--- src/shared/ado_pkg.sv ---
package ado_pkg;

	// Sample word width of each converter channel.
	localparam int SAMPLE_W = 14;

	// Half of a sample word, one bit per output lane per clock phase.
	localparam int LANE_W = SAMPLE_W / 2;

	// Latency in sampling clock cycles on the raw path and with digital functions on.
	localparam int RAW_LAT = 16;
	localparam int DIG_LAT = 24;

	// Extra pipeline stages behind the channel processor; it holds one stage itself.
	localparam int DIG_PIPE = DIG_LAT - RAW_LAT - 1;

	// Configuration frame: address byte, then data byte.
	localparam int CFG_ADDR_W = 8;
	localparam int CFG_DATA_W = 8;
	localparam int CFG_BITS   = CFG_ADDR_W + CFG_DATA_W;

	// Configuration addresses.
	localparam logic [7:0] ADDR_DIGITAL = 8'h01;
	localparam logic [7:0] ADDR_GAIN    = 8'h02;
	localparam logic [7:0] ADDR_OFFSET  = 8'h03;

	// Field positions inside the data byte.
	localparam int FLD_EN_DIG    = 0;
	localparam int FLD_GAIN_LO   = 0;
	localparam int FLD_OFS_EN    = 0;
	localparam int FLD_OFS_FRZ   = 1;
	localparam int FLD_OFS_TC_LO = 2;

	// Values after reset: digital path off, gain 0 dB, offset correction off.
	localparam logic       RST_EN_DIG = 1'b0;
	localparam logic [3:0] RST_GAIN   = 4'h0;
	localparam logic       RST_OFS_EN = 1'b0;
	localparam logic [3:0] RST_OFS_TC = 4'h0;

	// Control pin levels after reset, in synchroniser order samp_clk, sen_n, sclk, sdata.
	// Frame select idles high, so a reset value of zero would fake a frame end.
	localparam logic [3:0] RST_CTL_PINS = 4'h4;

	// Highest gain code: 13 settings of 0.5 dB from 0 dB to 6 dB.
	localparam logic [3:0] GAIN_MAX = 4'hC;

	// Gain multipliers in Q12, one per 0.5 dB step.
	localparam int GAIN_FRAC = 12;
	localparam logic [13:0] GAIN_COEF [0:12] = '{
		14'h1000, 14'h10F3, 14'h11F4, 14'h1304, 14'h1425, 14'h1556, 14'h169A,
		14'h17F1, 14'h195C, 14'h1ADD, 14'h1C74, 14'h1E24, 14'h1FED};

	// Fraction bits of the offset estimate.
	localparam int EST_FRAC = 10;

endpackage : ado_pkg

--- src/shared/ado_cfg_if.sv ---
// Configuration carried from the top to each channel processor.
interface ado_cfg_if;
	logic       en_dig;  // Digital functions enabled.
	logic [3:0] gain;    // Gain code, 0.5 dB per step.
	logic       ofs_en;  // Offset correction enabled.
	logic       ofs_frz; // Offset estimate frozen.
	logic [3:0] ofs_tc;  // Offset loop shift, larger is slower.

	modport src (output en_dig, gain, ofs_en, ofs_frz, ofs_tc);
	modport snk (input en_dig, gain, ofs_en, ofs_frz, ofs_tc);
endinterface : ado_cfg_if

--- src/rtl/ado_chan.sv ---
// One channel of digital processing: offset correction, then gain with saturation.
module ado_chan
	import ado_pkg::*;
(
	input  wire logic                clk,    // System clock.
	input  wire logic                resetn, // Synchronous reset, active low.
	input  wire logic                ce,     // Clock enable.
	input  wire logic                strobe, // One cycle per sample.
	ado_cfg_if.snk                   cfg,    // Shared configuration.
	input  wire logic [SAMPLE_W-1:0] din,    // Raw sample, two's complement.
	output logic      [SAMPLE_W-1:0] dout    // Processed sample, registered.
);

	localparam logic signed [17:0] SAT_MAX = 18'sh01FFF; // Largest 14-bit value.
	localparam logic signed [17:0] SAT_MIN = -18'sh02000; // Smallest 14-bit value.

	logic signed [23:0]         est_r;   // Offset estimate with fraction.
	logic signed [23:0]         est_nxt; // Next estimate.
	logic        [SAMPLE_W-1:0] dout_r;  // Output register.
	logic        [SAMPLE_W-1:0] dout_nxt; // Next output.
	logic signed [14:0]         corr;    // Sample after offset removal.
	logic signed [29:0]         prod;    // Gain product.
	logic signed [17:0]         scaled;  // Product back at sample scale.
	logic signed [24:0]         err;     // Sample minus estimate.
	logic signed [24:0]         step;    // Loop step after shift.

	assign dout = dout_r;

	// Offset loop and gain; the digital enable is checked here too, so a disabled path keeps no estimate.
	always_comb
	begin
		est_nxt  = est_r;
		dout_nxt = dout_r;
		err      = $signed({din[SAMPLE_W-1], din, 10'h000}) - $signed({est_r[23], est_r});
		step     = err >>> cfg.ofs_tc;
		corr     = $signed({din[SAMPLE_W-1], din});
		if (cfg.en_dig && cfg.ofs_en)
			corr = corr - $signed({est_r[23], est_r[23:EST_FRAC]});
		prod   = corr * $signed({1'b0, GAIN_COEF[cfg.gain]});
		scaled = prod[29:GAIN_FRAC];
		if (strobe)
		begin
			// Clearing the estimate while off means a restart begins from zero.
			if (!(cfg.en_dig && cfg.ofs_en))
				est_nxt = 24'sh000000;
			else if (!cfg.ofs_frz)
				est_nxt = est_r + step[23:0];
			// Saturate rather than wrap, so large gains clip cleanly.
			if (scaled > SAT_MAX)
				dout_nxt = 14'h1FFF;
			else if (scaled < SAT_MIN)
				dout_nxt = 14'h2000;
			else
				dout_nxt = scaled[SAMPLE_W-1:0];
		end
	end

	// Registers of the channel.
	always_ff @(posedge clk)
	begin
		if (!resetn)
		begin
			est_r  <= 24'sh000000;
			dout_r <= 14'h0000;
		end
		else if (ce)
		begin
			est_r  <= est_nxt;
			dout_r <= dout_nxt;
		end
	end

endmodule : ado_chan

--- src/rtl/ado_top.sv ---
module ado_top
	import ado_pkg::*;
(
	input  wire logic                clk,                  // System clock, 250 MHz.
	input  wire logic                resetn,               // Synchronous reset, active low.
	input  wire logic                ce,                   // Clock enable, freezes all state when low.
	input  wire logic                samp_clk,             // Sampling clock pin.
	input  wire logic [SAMPLE_W-1:0] adc_a,                // Converter output, channel A.
	input  wire logic [SAMPLE_W-1:0] adc_b,                // Converter output, channel B.
	input  wire logic                cfg_sen_n,            // Config frame select, active low.
	input  wire logic                cfg_sclk,             // Config bit clock.
	input  wire logic                cfg_sdata,            // Config serial data.
	output logic                     sample_clock_out_pos, // Output clock.
	output logic      [LANE_W-1:0]   lane_a,               // DDR data lanes, channel A.
	output logic      [LANE_W-1:0]   lane_b                // DDR data lanes, channel B.
);

	// Pin synchroniser bit order: samp_clk, sen_n, sclk, sdata, adc_a, adc_b.
	localparam int PIN_W = 4 + 2 * SAMPLE_W;

	logic [PIN_W-1:0] s1_r;   // First synchroniser stage, read only by s2_r.
	logic [PIN_W-1:0] s2_r;   // Second stage, safe to use.
	logic [3:0]       s3_r;   // Previous value of the four control pins.
	logic [PIN_W-1:0] s1_nxt; // Next first stage.
	logic [PIN_W-1:0] s2_nxt; // Next second stage.
	logic [3:0]       s3_nxt; // Next previous-value stage.

	logic                samp_rise; // Sampling clock rising edge.
	logic                samp_fall; // Sampling clock falling edge.
	logic                sclk_rise; // Config bit clock rising edge.
	logic                sen_rise;  // End of a config frame.
	logic [SAMPLE_W-1:0] in_a;      // Synchronised channel A sample.
	logic [SAMPLE_W-1:0] in_b;      // Synchronised channel B sample.

	// Synchronisers: every pin passes two flops before any logic.
	always_comb
	begin
		s1_nxt = {samp_clk, cfg_sen_n, cfg_sclk, cfg_sdata, adc_a, adc_b};
		s2_nxt = s1_r;
		s3_nxt = s2_r[PIN_W-1 -: 4];
	end

	always_ff @(posedge clk)
	begin
		if (!resetn)
		begin
			// Both stages start at the idle pin levels, so no false edge follows reset.
			s1_r <= {RST_CTL_PINS, {(2*SAMPLE_W){1'b0}}};
			s2_r <= {RST_CTL_PINS, {(2*SAMPLE_W){1'b0}}};
			s3_r <= RST_CTL_PINS;
		end
		else if (ce)
		begin
			s1_r <= s1_nxt;
			s2_r <= s2_nxt;
			s3_r <= s3_nxt;
		end
	end

	// Edge detection on the second stage only.
	assign samp_rise = s2_r[PIN_W-1] && !s3_r[3];
	assign samp_fall = !s2_r[PIN_W-1] && s3_r[3];
	assign sen_rise  = s2_r[PIN_W-2] && !s3_r[2];
	assign sclk_rise = s2_r[PIN_W-3] && !s3_r[1];
	assign in_a      = s2_r[2*SAMPLE_W-1:SAMPLE_W];
	assign in_b      = s2_r[SAMPLE_W-1:0];

	logic [CFG_BITS-1:0] sh_r;       // Config shift register.
	logic [4:0]          cnt_r;      // Bits received in this frame.
	logic                en_dig_r;   // Digital functions enable.
	logic [3:0]          gain_r;     // Gain code.
	logic                ofs_en_r;   // Offset correction enable.
	logic                ofs_frz_r;  // Offset estimate freeze.
	logic [3:0]          ofs_tc_r;   // Offset loop time constant.
	logic [CFG_BITS-1:0] sh_nxt;     // Next shift register.
	logic [4:0]          cnt_nxt;    // Next bit count.
	logic                en_dig_nxt; // Next digital enable.
	logic [3:0]          gain_nxt;   // Next gain code.
	logic                ofs_en_nxt; // Next offset enable.
	logic                ofs_frz_nxt; // Next freeze.
	logic [3:0]          ofs_tc_nxt; // Next time constant.
	logic [7:0]          wr_addr;    // Address byte of the frame.
	logic [7:0]          wr_data;    // Data byte of the frame.

	assign wr_addr = sh_r[CFG_BITS-1 -: CFG_ADDR_W];
	assign wr_data = sh_r[CFG_DATA_W-1:0];

	// Config port: MSB first, a write lands only when the frame held at least 16 bits; bits past the 16th are ignored.
	always_comb
	begin
		sh_nxt      = sh_r;
		cnt_nxt     = cnt_r;
		en_dig_nxt  = en_dig_r;
		gain_nxt    = gain_r;
		ofs_en_nxt  = ofs_en_r;
		ofs_frz_nxt = ofs_frz_r;
		ofs_tc_nxt  = ofs_tc_r;
		if (s2_r[PIN_W-2])
			cnt_nxt = 5'h00;
		else if (sclk_rise && cnt_r != 5'(CFG_BITS))
		begin
			sh_nxt  = {sh_r[CFG_BITS-2:0], s2_r[PIN_W-4]};
			cnt_nxt = cnt_r + 5'h01;
		end
		if (sen_rise && cnt_r == 5'(CFG_BITS))
		begin
			// Decoding does not gate on the enable: the controller orders the writes.
			unique case (wr_addr)
				ADDR_DIGITAL:
					en_dig_nxt = wr_data[FLD_EN_DIG];
				ADDR_GAIN:
					// Codes past 6 dB are ignored so the coefficient index stays legal.
					if (wr_data[FLD_GAIN_LO +: 4] <= GAIN_MAX)
						gain_nxt = wr_data[FLD_GAIN_LO +: 4];
				ADDR_OFFSET:
				begin
					ofs_en_nxt  = wr_data[FLD_OFS_EN];
					ofs_frz_nxt = wr_data[FLD_OFS_FRZ];
					ofs_tc_nxt  = wr_data[FLD_OFS_TC_LO +: 4];
				end
				default:
					en_dig_nxt = en_dig_r;
			endcase
		end
	end

	// Config registers; reset values leave all digital functions off.
	always_ff @(posedge clk)
	begin
		if (!resetn)
		begin
			sh_r      <= '0;
			cnt_r     <= 5'h00;
			en_dig_r  <= RST_EN_DIG;
			gain_r    <= RST_GAIN;
			ofs_en_r  <= RST_OFS_EN;
			ofs_frz_r <= 1'b0;
			ofs_tc_r  <= RST_OFS_TC;
		end
		else if (ce)
		begin
			sh_r      <= sh_nxt;
			cnt_r     <= cnt_nxt;
			en_dig_r  <= en_dig_nxt;
			gain_r    <= gain_nxt;
			ofs_en_r  <= ofs_en_nxt;
			ofs_frz_r <= ofs_frz_nxt;
			ofs_tc_r  <= ofs_tc_nxt;
		end
	end

	ado_cfg_if cfg ();

	assign cfg.en_dig  = en_dig_r;
	assign cfg.gain    = gain_r;
	assign cfg.ofs_en  = ofs_en_r;
	assign cfg.ofs_frz = ofs_frz_r;
	assign cfg.ofs_tc  = ofs_tc_r;

	logic [2*SAMPLE_W-1:0] raw_r   [RAW_LAT];  // Raw sample pipeline, both channels.
	logic [2*SAMPLE_W-1:0] raw_nxt [RAW_LAT];  // Next raw pipeline.
	logic [2*SAMPLE_W-1:0] dig_r   [DIG_PIPE]; // Processed sample pipeline.
	logic [2*SAMPLE_W-1:0] dig_nxt [DIG_PIPE]; // Next processed pipeline.
	logic [SAMPLE_W-1:0]   proc_a;             // Processed channel A.
	logic [SAMPLE_W-1:0]   proc_b;             // Processed channel B.

	// Both channels see the same settings; one processor per channel.
	ado_chan u_chan_a (
		.clk    (clk),
		.resetn (resetn),
		.ce     (ce),
		.strobe (samp_rise),
		.cfg    (cfg),
		.din    (raw_r[RAW_LAT-1][2*SAMPLE_W-1:SAMPLE_W]),
		.dout   (proc_a)
	);

	ado_chan u_chan_b (
		.clk    (clk),
		.resetn (resetn),
		.ce     (ce),
		.strobe (samp_rise),
		.cfg    (cfg),
		.din    (raw_r[RAW_LAT-1][SAMPLE_W-1:0]),
		.dout   (proc_b)
	);

	// Pipelines advance once per sample; the digital path carries its extra stages.
	always_comb
	begin
		raw_nxt = raw_r;
		dig_nxt = dig_r;
		if (samp_rise)
		begin
			raw_nxt[0] = {in_a, in_b};
			for (int i = 1; i < RAW_LAT; i++)
				raw_nxt[i] = raw_r[i-1];
			dig_nxt[0] = {proc_a, proc_b};
			for (int i = 1; i < DIG_PIPE; i++)
				dig_nxt[i] = dig_r[i-1];
		end
	end

	always_ff @(posedge clk)
	begin
		if (!resetn)
		begin
			raw_r <= '{default: '0};
			dig_r <= '{default: '0};
		end
		else if (ce)
		begin
			raw_r <= raw_nxt;
			dig_r <= dig_nxt;
		end
	end

	// Pick every second bit of a word, starting at the given phase.
	function automatic logic [LANE_W-1:0] ado_pick(input logic [SAMPLE_W-1:0] w, input logic odd);
		logic [LANE_W-1:0] r;
		r = '0;
		for (int i = 0; i < LANE_W; i++)
			r[i] = w[2*i + int'(odd)];
		return r;
	endfunction : ado_pick

	logic [2*SAMPLE_W-1:0] word_r;   // Word being sent this sample period.
	logic                  oclk_r;   // Output clock level.
	logic [LANE_W-1:0]     lane_a_r; // Channel A lanes.
	logic [LANE_W-1:0]     lane_b_r; // Channel B lanes.
	logic [2*SAMPLE_W-1:0] word_nxt; // Next word.
	logic                  oclk_nxt; // Next output clock.
	logic [LANE_W-1:0]     lane_a_nxt; // Next lanes A.
	logic [LANE_W-1:0]     lane_b_nxt; // Next lanes B.

	// DDR output: even bits with the clock high, odd bits with it low.
	always_comb
	begin
		word_nxt   = word_r;
		oclk_nxt   = oclk_r;
		lane_a_nxt = lane_a_r;
		lane_b_nxt = lane_b_r;
		if (samp_rise)
		begin
			// The enable steers this tap, so gain and offset cannot leak raw; ado_chan also checks it to gate the offset.
			word_nxt   = en_dig_r ? dig_r[DIG_PIPE-1] : raw_r[RAW_LAT-1];
			oclk_nxt   = 1'b1;
			lane_a_nxt = ado_pick(word_nxt[2*SAMPLE_W-1:SAMPLE_W], 1'b0);
			lane_b_nxt = ado_pick(word_nxt[SAMPLE_W-1:0], 1'b0);
		end
		else if (samp_fall)
		begin
			oclk_nxt   = 1'b0;
			lane_a_nxt = ado_pick(word_r[2*SAMPLE_W-1:SAMPLE_W], 1'b1);
			lane_b_nxt = ado_pick(word_r[SAMPLE_W-1:0], 1'b1);
		end
	end

	always_ff @(posedge clk)
	begin
		if (!resetn)
		begin
			word_r   <= '0;
			oclk_r   <= 1'b0;
			lane_a_r <= '0;
			lane_b_r <= '0;
		end
		else if (ce)
		begin
			word_r   <= word_nxt;
			oclk_r   <= oclk_nxt;
			lane_a_r <= lane_a_nxt;
			lane_b_r <= lane_b_nxt;
		end
	end

	assign sample_clock_out_pos = oclk_r;
	assign lane_a               = lane_a_r;
	assign lane_b               = lane_b_r;

endmodule : ado_top

--- config.mk ---
export PLATFORM = sky130hd
export DESIGN_NAME = ado_top
export DESIGN_NICKNAME = d
export VERILOG_FILES = /design/src/shared/ado_pkg.sv /design/src/shared/ado_cfg_if.sv /design/src/rtl/ado_chan.sv /design/src/rtl/ado_top.sv
export SDC_FILE = /design/constraint.sdc
export NUM_CORES = 2
export LEC_CHECK = 0
export ABC_AREA = 0
export BUFFER_PORTS_ARGS = -buffer_cell sky130_fd_sc_hd__buf_2
export CORE_AREA = 2 2 317 319
export DETAILED_ROUTE_END_ITERATION = 10
export DIE_AREA = 0 0 319 321
export PLACE_DENSITY = 0.71
export SLEW_MARGIN = 30
export SYNTH_ARGS = -nofsm -noshare
export SYNTH_HDL_FRONTEND = slang
export SYNTH_HIERARCHICAL = 1
export SYNTH_SLANG_ARGS = --single-unit
--- constraint.sdc ---
create_clock -name clk -period 25.8 [get_ports clk]
set_clock_uncertainty 0.1 [all_clocks]
set_input_delay 1.29 -clock clk [delete_from_list [all_inputs] [get_ports clk]]
set_output_delay 1.29 -clock clk [all_outputs]
set_load 0.01 [all_outputs]
==> impl_metrics.csv <==
group,metric,value,unit
outcome,status,"completed",
cts,cts_max_level,3,
power,powerDensity,46.0,nW/µm²
sta,slew_viol_final,0,
placement,port-buffer-count,49,
setup_path,critPathMaxFanout,13,
grt,grt_max_degree,283,
synth,synth_top_flop_cell,"dfxtp_1",
die,core,99300,µm²
die,io_pins,50,
synth,ys_seq_area_frac,0.314,
setup_path,path_common_cell,"fa_1",
synth,synth.distinct_cells,112,
setup_path,crit_family,"adder cells",
die,num_rows,116,
sta,hold_violations,0,
grt,overflow,0,
cts,clockBufferDepth,3,
synth,synth_top_area_cell,"dfxtp_1",
worst_hold_path,worstHoldStart,"dig_r[120]",
cts,clock-sinks,848,
detailed_routing,antenna_left,0,
detailed_routing,drt_wl_total,119000,µm
synth,ys_ff_latch,848,
synth,syn_inst,6448,
setup_path,timing.rr.start,"u_chan_b/est_r[17]",
synth,async_reset_ff_frac,0,
die,die_w,319,µm
detailed_routing,wl_per_cell,15.7,µm
cts,cts-hold-fix-buffers,0,
cts,cts_made_buffers,84,
setup_path,crit_start,"u_chan_b/est_r[17]",
synth,postSynthAreaPerCell,8.39,µm²
detailed_routing,viasPerCell,5.46,
detailed_routing,dr_total_vias,41580,
synth,yosysTopAreaCellShare,0.314,
grt,grt_pass1_vias,40462,
synth,synth_nets,7094,
synth,netlist_area,54100,µm²
cells_and_area,fin_util,0.583,
die,start_util,0.545,
cells_and_area,antennaDiodeCount,0,
cells_and_area,syn_to_final_growth,6.96,%
cts,root_buffer,"clkbuf_16",
setup_path,critPathRequiredTime,26.16,ns
setup_path,worstSetupStartpointType,"register",
cts,tritoncts,"done",
sta,rsz0062_at_grt,"no",
grt,antenna_found_initial,1,
synth,synth_area_leaders,"dfxtp_1 (31%), fa_1 (14%), nand2_1 (11%)",
setup_path,cp.arrival,10.20,ns
setup_path,crit_slowest_cell,"fa_1",
setup_path,slowest_delay,0.83,ns
run,drv_cap,0,
power,p_leak,23.7,nW
detailed_routing,drt_first_iter_violations,2953,
sta,tightest_slew,1.07,ns
synth,netlist_top_cells_count,"nand2_1 (1622), dfxtp_1 (848), a21boi_0 (597)",
cells_and_area,final_area,57900,µm²
detailed_routing,drc,0,
setup_path,crit_path_end_kind,"register",
cts,clk_latency,0.63,ns
die,die-area,102000,µm²
power,finalPower,2.66,mW
cts,cts-resized-gates,0,
detailed_routing,dr.pass1.iters,5,
die,dieHeight,321,µm
cts,cts_setup_buffers,0,
grt,grt_pass1_wl,201000,µm
cells_and_area,nNetsFinal,6901,
synth,synth_edf_count,0,
cts,clk_pin_slew,0.06,ns
sta,holdWs,0.339,ns
sta,post-route-min-period,9.84,ns
synth,yosysWarningCount,6,
setup_path,crit_type,"register to register",
placement,dp_hpwl,84900,µm
grt,grt_usage,0.233,
sta,max_slew_margin,0.283,
sta,finalSetupViolCount,0,
worst_hold_path,hp-class,"register to register",
sta,max_freq,102,MHz
placement,placed_area,54900,µm²
synth,yosysMostFrequentCell,"nand2_1",
setup_path,path_buf_inv,5,
placement,routabilityCongestion,0.905,
sta,finalCritPeriodShare,0.381,
cells_and_area,drive_above_1_share,0.0552,
power,vdd_drop_max,67.5,µV
sta,tns,0,ns
routing by layer:
metal  vias up  GRT usage  wire, µm
met2       723      0.394     57000
met1     20037      0.314     54400
met3       204     0.0272      5020
li1      20616          -         -
met5         -          0         0
met4         0     0.0672      3030
path summary, 6_finish.rpt:
kind	to	slack (ns)	depth (start not counted)
worst max-delay path	u_chan_b/dout[4]	15.96	30
worst min-delay path	dig_r[92]	0.34	2
worst max register to register	u_chan_b/dout[4]	15.96	30
worst min register to register	dig_r[92]	0.34	2
where the power goes:
group	internal [mW]	switching [mW]
logic	0.0272	0.0407
clock network	0.756	0.519
registers	1.32	0.00370
through the flow:
step / std cells / worst slack [ns]
2_1_floorplan: 6448 / 16.81
3_3_place_gp: 7464 / 15.53
3_5_place_dp: 7464 / 15.63
4_1_cts: 7614 / 15.60
5_1_grt: 7617 / 15.29
6_report: 7617 / 15.96
logic make-up after synthesis:
group,share of synthesized area
simple gates,0.185
compound gates,0.175
buf+inv,0.0686
flops,0.314
fa+ha+maj,0.194
mux,0.0449
xor+xnor,0.0194
worst register-to-register path: cells and delay by family (launching register included):
kind | cells | cell delay [ns]
AO/OA/AOI/OAI | 13 | 3.44
adder cells (fa/ha/maj) | 8 | 4.25
buffers and inverters | 5 | 0.67
flip-flops | 1 | 0.35
AND/OR/NAND/NOR | 4 | 0.85
cell usage in the layout (no fill, tap or decap), drive strengths merged, types with 12 or more instances in the layout:
cell type,n
a22oi,27
a21boi,650
nand3,39
a21o,64
xor2,37
nor2,334
or2,17
mux2i,203
nand4,17
inv,541
buf,112
clkbuf,117
o211a,18
nand2b,40
or3,16
o21a,28
o21bai,15
o21ai,143
nand2,1622
dfxtp,848
a21oi,171
a211oi,50
a31oi,27
mux2,21
and2,44
o22ai,23
nor3,37
fa,378
ha,233
o221a,16
and3,13
nor2b,142
nand3b,12
clkinv,23
xnor2,83
layout make-up:
class | count | area [µm²]
repair buffers | 112 | 832
clock buffers | 117 | 2410
multi-input cells | 4666 | 33500
flip-flops and latches | 848 | 17000
inverters | 543 | 2040
clock inverters | 33 | 504
fillers | 9029 | 41400
well taps | 1298 | 1620
state kept, by name (all words and copies together), names as in the netlist:
signal                count
word_r                   14
cfg.en_dig                1
cnt_r                     5
u_chan_a/est_r           24
cfg.gain                  4
u_chan_b/est_r           24
sample_clock_out_pos      1
cfg.ofs_tc                4
u_chan_b/dout            14
s1_r                     32
lane_b                    7
dig_r                   196
lane_a                    7
sh_r                     16
raw_r                   448
cfg.ofs_en                1
s3_r                      3
s2_r                     32
u_chan_a/dout            14
cfg.ofs_frz               1
Power figures use the tool's default switching activity.
